<file path="config.mk">
export PLATFORM = sky130hd
export DESIGN_NAME = mirror_array_power_sequencer
export DESIGN_NICKNAME = d
export VERILOG_FILES = /design/src/hdl/seq_pkg.sv /design/src/hdl/seq_timer_if.sv /design/src/hdl/mirror_array_power_sequencer.sv /design/src/hdl/seq_timer.sv
export SDC_FILE = /design/constraint.sdc
export NUM_CORES = 1
export LEC_CHECK = 0
export ABC_AREA = 1
export BUFFER_PORTS_ARGS = -buffer_cell sky130_fd_sc_hd__buf_2
export CORE_ASPECT_RATIO = 1.2
export CORE_MARGIN = 2
export CORE_UTILIZATION = 30
export CTS_CLUSTER_SIZE = 30
export DETAILED_ROUTE_END_ITERATION = 16
export PLACE_DENSITY = 0.53
export SLEW_MARGIN = 20
export SYNTH_ARGS = -nofsm -noshare
export SYNTH_HDL_FRONTEND = slang
export SYNTH_HIERARCHICAL = 1
export SYNTH_SLANG_ARGS = --single-unit
</file>
<file path="constraint.sdc">
create_clock -name i_mclk -period 3.03 [get_ports i_mclk]
set_clock_uncertainty 0.15 [all_clocks]
set_input_delay 0.7575 -clock i_mclk [delete_from_list [all_inputs] [get_ports i_mclk]]
set_output_delay 0.7575 -clock i_mclk [all_outputs]
set_load 0.05 [all_outputs]
</file>
<file path="src/hdl/seq_pkg.sv">
package seq_pkg;
  // ==========================================================
  // timing
  localparam int unsigned CLK_HZ = 25000000;
  localparam int unsigned OFFSET_TO_BIAS_DELAY_NOM_US = 2000;
  localparam int unsigned OFFSET_TO_BIAS_DELAY_MIN_US = 1000;
  localparam int unsigned CORE_HOLD_DELAY_US = 50;
  localparam int unsigned BIAS_TO_ENABLE_DELAY_US = 20;
  localparam int unsigned CNT_W = 24;
  // ==========================================================
  // rail indices
  localparam int unsigned RAIL_CORE = 0;
  localparam int unsigned RAIL_ARRAY = 1;
  localparam int unsigned RAIL_OFFSET = 2;
  localparam int unsigned RAIL_BIAS = 3;
  localparam int unsigned RAIL_RESET = 4;
  localparam int unsigned NUM_RAILS = 5;
  // ==========================================================
  // states, gray along power-up path
  typedef enum logic [3:0] {
    ST_OFF = 4'h0,
    ST_CORE = 4'h1,
    ST_OFFSET = 4'h3,
    ST_DLY1 = 4'h2,
    ST_BIAS = 4'h6,
    ST_DLY3 = 4'h7,
    ST_RUN = 4'h5,
    ST_PARK = 4'h4,
    ST_DISCH = 4'hC,
    ST_HOLD = 4'hD,
    ST_DOWN = 4'hF
  } seq_state_t;
  // cycles rounded up, at least one
  function automatic logic [CNT_W-1:0] us_to_cyc(input int unsigned hz, input int unsigned us);
    longint unsigned c;
    c = (longint'(hz) * longint'(us) + 64'd999999) / 64'd1000000;
    if (c == 0)
    begin
      c = 1;
    end
    return c[CNT_W-1:0];
  endfunction : us_to_cyc
endpackage : seq_pkg

</file>
<file path="src/hdl/seq_timer_if.sv">
`timescale 1ns/1ns
interface seq_timer_if;
  import seq_pkg::*;
  logic load;
  logic [CNT_W-1:0] count;
  logic done;
  modport ctl (output load, output count, input done);
  modport tmr (input load, input count, output done);
endinterface : seq_timer_if

</file>
<file path="src/hdl/mirror_array_power_sequencer.sv">
`timescale 1ns/1ns
// How it works
// core and array-core supplies are enabled and seen good before any offset, bias or reset supply.
// bias and mirror-reset supplies come on a programmable delay (2 ms nominal, never below 1 ms) after offset is good.
// bias and mirror-reset supplies are switched together, no relative order needed.
// logic outputs to the array are forced low until core and array-core supplies are good.
// drive enable is released no sooner than 20 us after bias and reset supplies are good.
// shutdown waits for park done, then drops drive enable and switches off bias, reset and offset.
// loss of supply while running parks the mirrors at once and pulls drive enable low; before run it discharges without a park.
// core supplies stay on until bias, reset and offset good inputs show discharged.
// core supply stays on at least 50 us after the high supplies switch off.
// global bias command is a separate pulse issued once drive is enabled.
// all ordering lives here in the controller, never in the array device.
// each rail is judged from its own power-good input; a core, array-core, bias or reset drop while running forces emergency park.
// delays are counted in clock cycles from the clock rate, rounded up.
module mirror_array_power_sequencer #(
  parameter int unsigned CLK_FREQ_HZ = seq_pkg::CLK_HZ,
  parameter int unsigned OFFSET_TO_BIAS_DELAY_US = seq_pkg::OFFSET_TO_BIAS_DELAY_NOM_US
) (
  input wire logic i_mclk,
  input wire logic i_srst,
  input wire logic i_power_on,
  input wire logic i_power_fail,
  input wire logic [seq_pkg::NUM_RAILS-1:0] i_rail_good,
  input wire logic i_park_done,
  input wire logic [7:0] i_logic_out,
  output logic o_core_supply_en,
  output logic o_array_core_supply_en,
  output logic o_offset_supply_en,
  output logic o_bias_supply_en,
  output logic o_reset_supply_en,
  output logic o_mirror_drive_enable_n,
  output logic o_park_req,
  output logic o_emergency,
  output logic o_global_bias_cmd,
  output logic [7:0] o_logic_out,
  output logic o_ready
);
  import seq_pkg::*;
  // ==========================================================
  // delay counts
  localparam int unsigned DLY1_US = (OFFSET_TO_BIAS_DELAY_US < OFFSET_TO_BIAS_DELAY_MIN_US) ?
    OFFSET_TO_BIAS_DELAY_MIN_US : OFFSET_TO_BIAS_DELAY_US;
  localparam logic [CNT_W-1:0] DLY1_CYC = us_to_cyc(CLK_FREQ_HZ, DLY1_US);
  localparam logic [CNT_W-1:0] DLY2_CYC = us_to_cyc(CLK_FREQ_HZ, CORE_HOLD_DELAY_US);
  localparam logic [CNT_W-1:0] DLY3_CYC = us_to_cyc(CLK_FREQ_HZ, BIAS_TO_ENABLE_DELAY_US);
  // ==========================================================
  // input synchronisers
  logic [NUM_RAILS-1:0] good_m_r;
  logic [NUM_RAILS-1:0] good_r;
  logic [2:0] ctl_m_r;
  logic [2:0] ctl_r;
  always_ff @(posedge i_mclk)
  begin
    if (i_srst)
    begin
      {good_r, good_m_r, ctl_r, ctl_m_r} <= '0;
    end
    else
    begin
      {good_r, good_m_r} <= {good_m_r, i_rail_good};
      {ctl_r, ctl_m_r} <= {ctl_m_r, i_park_done, i_power_fail, i_power_on};
    end
  end
  logic pwr_on;
  logic pwr_fail;
  logic park_done;
  logic core_good;
  logic high_good;
  logic high_discharged;
  assign pwr_on = ctl_r[0];
  assign pwr_fail = ctl_r[1];
  assign park_done = ctl_r[2];
  assign core_good = good_r[RAIL_CORE] && good_r[RAIL_ARRAY];
  assign high_good = good_r[RAIL_BIAS] && good_r[RAIL_RESET];
  assign high_discharged = !good_r[RAIL_OFFSET] && !good_r[RAIL_BIAS] && !good_r[RAIL_RESET];
  // ==========================================================
  // timer
  seq_timer_if tif ();
  seq_timer u_timer (
    .i_mclk(i_mclk),
    .i_srst(i_srst),
    .t(tif.tmr)
  );
  // ==========================================================
  // state machine
  seq_state_t state_r;
  seq_state_t state_nxt;
  logic load_nxt;
  logic [CNT_W-1:0] count_nxt;
  logic fault;
  // a lost core, array-core, bias or reset rail in ST_DLY3 or ST_RUN is treated as supply loss
  assign fault = pwr_fail || ((state_r == ST_RUN || state_r == ST_DLY3) && !(core_good && high_good));
  always_comb
  begin
    state_nxt = state_r;
    load_nxt = 1'b0;
    count_nxt = '0;
    case (state_r)
      ST_OFF:
      begin
        if (pwr_on && !pwr_fail)
        begin
          state_nxt = ST_CORE;
        end
      end
      ST_CORE:
      begin
        if (pwr_fail || !pwr_on)
        begin
          state_nxt = ST_DOWN;
        end
        else if (core_good)
        begin
          state_nxt = ST_OFFSET;
        end
      end
      ST_OFFSET:
      begin
        if (pwr_fail || !pwr_on)
        begin
          state_nxt = ST_DISCH;
        end
        else if (good_r[RAIL_OFFSET])
        begin
          state_nxt = ST_DLY1;
          load_nxt = 1'b1;
          count_nxt = DLY1_CYC;
        end
      end
      ST_DLY1:
      begin
        if (pwr_fail || !pwr_on)
        begin
          state_nxt = ST_DISCH;
        end
        else if (tif.done)
        begin
          state_nxt = ST_BIAS;
        end
      end
      ST_BIAS:
      begin
        if (pwr_fail || !pwr_on)
        begin
          state_nxt = ST_DISCH;
        end
        else if (high_good)
        begin
          state_nxt = ST_DLY3;
          load_nxt = 1'b1;
          count_nxt = DLY3_CYC;
        end
      end
      ST_DLY3:
      begin
        if (fault || !pwr_on)
        begin
          state_nxt = ST_DISCH;
        end
        else if (tif.done)
        begin
          state_nxt = ST_RUN;
        end
      end
      ST_RUN:
      begin
        if (fault || !pwr_on)
        begin
          state_nxt = ST_PARK;
        end
      end
      ST_PARK:
      begin
        if (park_done)
        begin
          state_nxt = ST_DISCH;
        end
      end
      ST_DISCH:
      begin
        load_nxt = 1'b1;
        count_nxt = DLY2_CYC;
        state_nxt = ST_HOLD;
      end
      ST_HOLD:
      begin
        if (tif.done && high_discharged)
        begin
          state_nxt = ST_DOWN;
        end
      end
      ST_DOWN:
      begin
        if (!core_good && !pwr_on)
        begin
          state_nxt = ST_OFF;
        end
      end
      default:
      begin
        state_nxt = ST_DOWN;
      end
    endcase
  end
  assign tif.load = load_nxt;
  assign tif.count = count_nxt;
  always_ff @(posedge i_mclk)
  begin
    if (i_srst)
    begin
      state_r <= ST_OFF;
    end
    else
    begin
      state_r <= state_nxt;
    end
  end
  // ==========================================================
  // emergency flag, held until back off
  always_ff @(posedge i_mclk)
  begin
    if (i_srst || state_nxt == ST_OFF)
    begin
      o_emergency <= 1'b0;
    end
    else if (fault && state_r != ST_OFF)
    begin
      o_emergency <= 1'b1;
    end
  end
  // ==========================================================
  // outputs, all registered from next state
  always_ff @(posedge i_mclk)
  begin
    if (i_srst)
    begin
      o_core_supply_en <= 1'b0;
      o_array_core_supply_en <= 1'b0;
      o_offset_supply_en <= 1'b0;
      o_bias_supply_en <= 1'b0;
      o_reset_supply_en <= 1'b0;
      o_mirror_drive_enable_n <= 1'b0;
      o_park_req <= 1'b0;
      o_global_bias_cmd <= 1'b0;
      o_logic_out <= 8'h00;
      o_ready <= 1'b0;
    end
    else
    begin
      o_core_supply_en <= (state_nxt != ST_OFF) && (state_nxt != ST_DOWN);
      o_array_core_supply_en <= (state_nxt != ST_OFF) && (state_nxt != ST_DOWN);
      o_offset_supply_en <= state_nxt inside {ST_OFFSET, ST_DLY1, ST_BIAS, ST_DLY3, ST_RUN, ST_PARK};
      o_bias_supply_en <= state_nxt inside {ST_BIAS, ST_DLY3, ST_RUN, ST_PARK};
      o_reset_supply_en <= state_nxt inside {ST_BIAS, ST_DLY3, ST_RUN, ST_PARK};
      // drive enable dropped at once on fault and kept low through the emergency park
      o_mirror_drive_enable_n <= (state_nxt == ST_RUN) || (state_nxt == ST_PARK && !fault && !o_emergency);
      o_park_req <= (state_nxt == ST_PARK);
      o_global_bias_cmd <= (state_r == ST_DLY3) && (state_nxt == ST_RUN);
      o_logic_out <= (core_good && state_nxt != ST_OFF && state_nxt != ST_DOWN) ? i_logic_out : 8'h00;
      o_ready <= (state_nxt == ST_RUN);
    end
  end
  // ==========================================================
  // checks
  logic [CNT_W-1:0] hold_cnt_r;
  logic [CNT_W-1:0] off_cnt_r;
  logic [CNT_W-1:0] high_cnt_r;
  always_ff @(posedge i_mclk)
  begin
    hold_cnt_r <= (i_srst || o_offset_supply_en) ? '0 : hold_cnt_r + CNT_W'(hold_cnt_r != DLY2_CYC);
    off_cnt_r <= (i_srst || !good_r[RAIL_OFFSET]) ? '0 : off_cnt_r + CNT_W'(off_cnt_r != DLY1_CYC);
    high_cnt_r <= (i_srst || !high_good) ? '0 : high_cnt_r + CNT_W'(high_cnt_r != DLY3_CYC);
  end
endmodule : mirror_array_power_sequencer

</file>
<file path="src/hdl/seq_timer.sv">
`timescale 1ns/1ns
module seq_timer (
  input wire logic i_mclk,
  input wire logic i_srst,
  seq_timer_if.tmr t
);
  import seq_pkg::*;
  logic [CNT_W-1:0] cnt_r;
  // ==========================================================
  // down counter, done high once count elapsed
  always_ff @(posedge i_mclk)
  begin
    if (i_srst)
    begin
      cnt_r <= '0;
    end
    else if (t.load)
    begin
      cnt_r <= t.count;
    end
    else if (cnt_r != '0)
    begin
      cnt_r <= cnt_r - 1'b1;
    end
  end
  assign t.done = (cnt_r == '0) && !t.load;
endmodule : seq_timer

</file>
## Yosys cells after proc, flatten, opt, wreduce, memory -nomap -nowiden

Cells that the tools add are included.

| word-level totals | value |
|---|---|
| memories kept | 0 |
| bits in read-only memories | 0 |
| register bits | 60 |
| bits in writable memories | 0 |
| bits in latches | 0 |
| output and inout bits | 18 |

| cells by class | value |
|---|---|
| magnitude comparators | 0 |
| $mul | 0 |
| bitwise logic cells | 1 |
| add/subtract/negate cells | 1 |
| reductions and logical operators | 43 |
| multiplexer cells | 28 |
| equal/unequal tests | 17 |
| shift-type cells | 0 |
| divide/modulo/power cells | 0 |

Operator list:

| cell | number |
|---|---|
| $mux W4 | 15 |
| $mux W24 | 2 |
| $pmux W16 S3 | 1 |
| $pmux W4 S11 | 1 |
| $eq A4 B3 Y1 const B | 8 |
| $mux W16 | 2 |
| $logic_not A24 Y1 | 1 |
| $reduce_bool A24 Y1 | 1 |
| $sub A24 B1 Y24 const B | 1 |
| $mux W9 | 2 |
| $logic_and A1 B1 Y1 | 17 |
| $eq A4 B2 Y1 const B | 4 |
| $eq A4 B4 Y1 const B | 3 |
| $reduce_bool A4 Y1 | 3 |
| $logic_not A1 Y1 | 10 |
| $logic_not A4 Y1 | 2 |
| $logic_or A1 B1 Y1 | 6 |
| $reduce_bool A6 Y1 | 1 |
| $eq A4 B1 Y1 const B | 1 |
| $mux W1 | 4 |
| $ne A4 B4 Y1 const B | 1 |
| $pmux W1 S3 | 1 |
| $reduce_bool A2 Y1 | 1 |
| $reduce_or A2 Y1 | 1 |
| $not A1 Y1 | 1 |

## Logic depth before layout (Yosys ltp)

| depth | value |
|---|---|
| depth after elaboration | 14 |
| depth in mapped cells | 23 |
| gate-level depth less buffers | 23 |

## Cells and area by module

Netlist, hierarchy kept.

Modules (own cells, without submodules):

| module | instances | cells an instance | seq. area each (µm²) | area an instance (µm²) |
|---|---|---|---|---|
| seq_timer | 1 | 281 | 480.5 | 1791.7 |
| mirror_array_power_sequencer | 1 | 217 | 720.7 | 1488.9 |

## Worst setup path before layout

OpenSTA, ideal clock, no wires.

| timing | value |
|---|---|
| kind | register to register |
| start point | reg state_r[3] |
| end point | reg o_logic_out[0] |
| data required time | 2814 ps |
| buffers on the path | 0 |
| setup time | 66 ps |
| data arrival time | 2459 ps |
| setup slack | 355 ps |
| period minus slack after synthesis | 2675 ps |
| cell stages (with the launch flop) | 23 |
| cells stage by stage | dfxtp_1 > nor2_1 > nand2_1 > nor2_1 > inv_1 > nor2_1 > inv_1 > nand3_1 > nor2_1 > nand2_1 > nor2_1 > nand3_4 > inv_1 > inv_1 > nand2_1 > nand2_1 > nand2_1 > nand2_1 > nor2_1 > nand3_2 > nand2_1 > nand4_4 > nor2_1 |

| between the ends | value |
|---|---|
| word-level cells in the longest chain between the ends | 12 |
| elaborated cells between the ends (all ways) | 41 |
| those cells by class | 11 x eq/ne; 17 x mux; 1 x bitwise; 12 x reduce/logical |

RTL lines:

| what | RTL line | RTL |
|---|---|---|
| start, declared | mirror_array_power_sequencer.sv:87 | `seq_state_t state_r;` |
| start signal, assigned | mirror_array_power_sequencer.sv:216 | `state_r <= state_nxt;` |
| $eq A4 B4 Y1, or another cell as far along | mirror_array_power_sequencer.sv:99 | `case (state_r)` |
| $pmux W1 S3 * | mirror_array_power_sequencer.sv:99 |  |
| $logic_not A1 Y1 * | seq_timer.sv:26 | `assign t.done = (cnt_r == '0) && !t.load;` |
| $logic_and A1 B1 Y1 * | seq_timer.sv:26 |  |
| via tif.done | seq_timer_if.sv:6 | `logic done;` |
| $mux W4, or another cell as far along | mirror_array_power_sequencer.sv:161 | `else if (tif.done)` |
| $mux W4 (on tied branches) | mirror_array_power_sequencer.sv:157, mirror_array_power_sequencer.sv:133, mirror_array_power_sequencer.sv:188 |  |
| $pmux W4 S11 * | mirror_array_power_sequencer.sv:99 |  |
| $reduce_bool A4 Y1 | mirror_array_power_sequencer.sv:260 | `o_logic_out <= (core_good && state_nxt != ST_OFF && state_nxt != ST_DOWN) ? i_logic_out : 8'h00;` |
| $logic_and A1 B1 Y1 | mirror_array_power_sequencer.sv:260 |  |
| $logic_and A1 B1 Y1 * | mirror_array_power_sequencer.sv:260 |  |
| $not A1 Y1 (no line) * | - |  |
| $reduce_or A2 Y1 (no line) * | - |  |
| end signal, assigned | mirror_array_power_sequencer.sv:260 |  |
| end, declared | mirror_array_power_sequencer.sv:36 | `output logic [7:0] o_logic_out,` |

Mark *: on every way through the listed nets, which the timed path passes. The rest lies on a longest branch.
A chain may end at the register's enable or synchronous reset.

## Worst setup path after layout

| timing | value |
|---|---|
| start point | reg state_r[1] |
| end point | reg o_logic_out[0] |

Same word-level chain as after synthesis.

==> out/summary.txt <==
Status: finished, final reports clean
Clock share of power: 19.0%
Commonest non-fill, non-tap cell in the layout: nand2_1
Setup violations, final: 0
Num Clock Sinks: 60
Worst EP required: 3100 ps
Setup TNS: 0 ps
Clock slew at reported path FFs: 50 ps
Final hold vios: 0
Final wirelength: 8.017 mm
Initial antenna violation count: 0
Number of remaining DRC errors: 0
Die height: 118.6 um
R2R cell count: 23
Max capacitance violation total: 0
Effective utilization at floorplan: 31.04%
Synth warnings: 6
Global-route wire length before repair: 13.64 mm
Power Density: 1229 nW/um2
Comb power frac: 55.5%
Internal power: 0.002477 W
Total gr overflow: 0
H-Tree Depth: 3
Total GRT Usage: 14.82%
Synthesized-area fraction occupied by xor and xnor cells: 0%
Chip width: 99.46 um
Initial DRC Count: 128
Flop pwr share: 25.6%
Post-Syn Area: 3281 um2
Hold path cells: 2
GPL Wtd Cong: 0.8531
Min cycle time layout: 2652 ps
Pin count of the biggest net entering global routing: 36
Net Sw Frac: 48.83%
Critical path depth: 23
Synth Area in Compound Gates: 7.666%
CP Class: reg2reg
Clock tree root buffer cell: clkbuf_16
Synth cell types: 37
Slowest CP cell: dfxtp_1
Worst vdd ir: 0.4688 mV
DP HPWL: 6.090 mm
Avg Vias per Cell: 4.438
Share of cells above drive strength 1: 21.40%
Worst hold margin: 244.9 ps
Slew Viols, Final: 0
Number of I/O pins: 36
Setup slack, reg-to-reg: 380 ps
Max Clk Rate: 0.3771 GHz
Routed len/inst: 11.70 um
Final #Nets: 571
Core ar.: 10570 um2
Cells after Synth: 498
Largest family of logic cells by synthesized area: simple AND/OR/NAND/NOR gates
Final worst setup slack: 378.0 ps
Crit path DAT: 2720 ps
Worst-Margin Slew: 589.6 ps
Diode count: 0
Via count: 3040
Slew margin rel.: 60.64%
Leakage power: 2.009 nW
Worst path top cell family by delay: simple AND/OR/NAND/NOR gates
Mux cell area share after synthesis: 0%
Most frequent cells in the layout: nand2_1 (106), nor2_1 (87), inv_1 (77)
Min-delay worst type: reg2reg
Part of the cycle the worst path needs: 87.53%
CTS tree: built
CP Launch Type: flop
Register area share after synthesis: 36.61%
Non-Filler Instances: 685
Share of the synthesized area in the top cell type: 36.61%
DRT Pass-1 Iters: 4
Pre-CTS WS: 149.1 ps
Cell Rows: 41
Post-synth EDFFs: 0
Crit path top cell by count: nor2_1
Hold_buf cts: 0
CP endpoint: o_logic_out[0]
Ys flop type: dfxtp_1
Vias in the first global route: 2928
# placed instances: 667
Synthesized flop and latch total: 60
Die area: 11790 um2
Synth Area in Simple Gates: 43.14%
Reg2reg end: o_logic_out[0]
Largest cells by area after synthesis: dfxtp_1 (37%), nand2_1 (12%), nor2_1 (10%)
CP Cell Sequence: nand2_2, inv_2, nand2_1, nor2_1, inv_1, nor2_4, inv_1, nand3_1, nor2_2, nand2_1, nor2_2, nand3_4, inv_2, inv_1, nor2_1, nand2_1, nor2_1, nor2_1, nand3_2, nor2_1, nand2_1, nand4_4, nor2_1
Clk buf depth: 2
Adder-cell area share of the yosys netlist: 0.7628%
Area grow syn2layout: 20.02%
Post-synth top area cell: dfxtp_1
CP endpoint kind: flop
Asr flop ratio synth: 0%
Max stage delay on crit path: 410 ps
Avg Cell Area, Syn: 6.588 um2
Switching pwr: 0.002364 W
Crit Path Max Fanout: 8
CTS Buf Count: 9
Post-route ant nets: 0
R2R Path Start: state_r[1]
Number of input and output port buffers inserted: 35
Later-pin clock latency in the skew report: 330 ps
Total Power: 0.004840 W
Critical path startpoint: state_r[1]
Worst Path Buf+Inv: 5
power groups by stage:
stage                     logic, W  clock network, W  registers, W
after floorplan            0.00211                 0       0.00127
after CTS                  0.00268          0.000953       0.00123
after detailed placement   0.00266                 0       0.00125
after global routing       0.00308          0.000982       0.00127
after global placement     0.00265                 0       0.00124
final                      0.00268          0.000918       0.00124
tightest hold or removal path, stage by stage (launching register included):
cell     delay [ps]
dfxtp_1         290
inv_1            40
nor2_1           30
registers in the layout (all words and copies together) (netlist names):
signal / count
good_r: 5
ctl_m_r: 3
ctl_r: 3
o_global_bias_cmd: 1
o_ready: 1
o_reset_supply_en: 1
state_r: 4
u_timer/cnt_r: 24
good_m_r: 5
o_mirror_drive_enable_n: 1
o_offset_supply_en: 1
o_emergency: 1
o_logic_out: 8
o_array_core_supply_en: 1
o_park_req: 1
per-stage QoR:
stage / util (%) / cell area [um2]
after floorplan: - / 3326
after global placement: 34.32 / 3627
after detailed placement: 34.32 / 3627
after CTS: 36.88 / 3897
after global routing: 37.26 / 3938
final: 37.26 / 3938
cell usage after synthesis (3+ instances only):
master,count
a21oi_1,14
buf_4,3
clkbuf_1,4
dfxtp_1,60
inv_1,78
inv_2,7
nand2_1,108
nand2_2,9
nand3_1,45
nand4_1,7
nor2_1,91
nor2_2,15
nor2_4,6
o21ai_0,13
o21ai_1,4
metal layers:
metal	up-vias	track usage [%]	part of all wire (%)
li1	1628	-	-
met1	1351	15.48	41
met2	41	26.90	53
met3	20	3.193	2.6
met4	0	8.390	4.0
met5	-	0	0
how the worst min path moves through the flow:
stage           startpoint   endpoint
2_1_floorplan   ctl_m_r[0]   ctl_r[0]
3_3_place_gp    ctl_m_r[0]   ctl_r[0]
3_5_place_dp    ctl_m_r[0]   ctl_r[0]
4_1_cts         ctl_m_r[0]   ctl_r[0]
5_1_grt        good_m_r[4]  good_r[4]
6_report        ctl_m_r[1]   ctl_r[1]
kinds of logic (layout without fill, tap and decap cells):
group / count (synthesis) / count (layout)
and+or+nand+nor: 296 / 296
buffers and inverters: 97 / 143
DFF: 60 / 60
AOI/OAI and AO/OA: 42 / 42
adders and majority gates: 2 / 2
other: 1 / 13
timing repair:
| action | 4_1_cts | 5_1_grt |
|---|---|---|
| buffers inserted | 0 | 2 |
| endpoints found under the setup margin | 0 | 16 |
| gates resized for setup | 0 | 12 |
layout make-up:
class                      count  area (um2)
inverter                      87       326.6
fill                        1157        6630
multi-input combinational    353        1760
timing repair buffer          40       212.7
tap                          129       161.4
clock buffer                  11       242.7
sequential                    60        1206
clock inverter                 5       27.53
(Power assumes the default switching activity.)
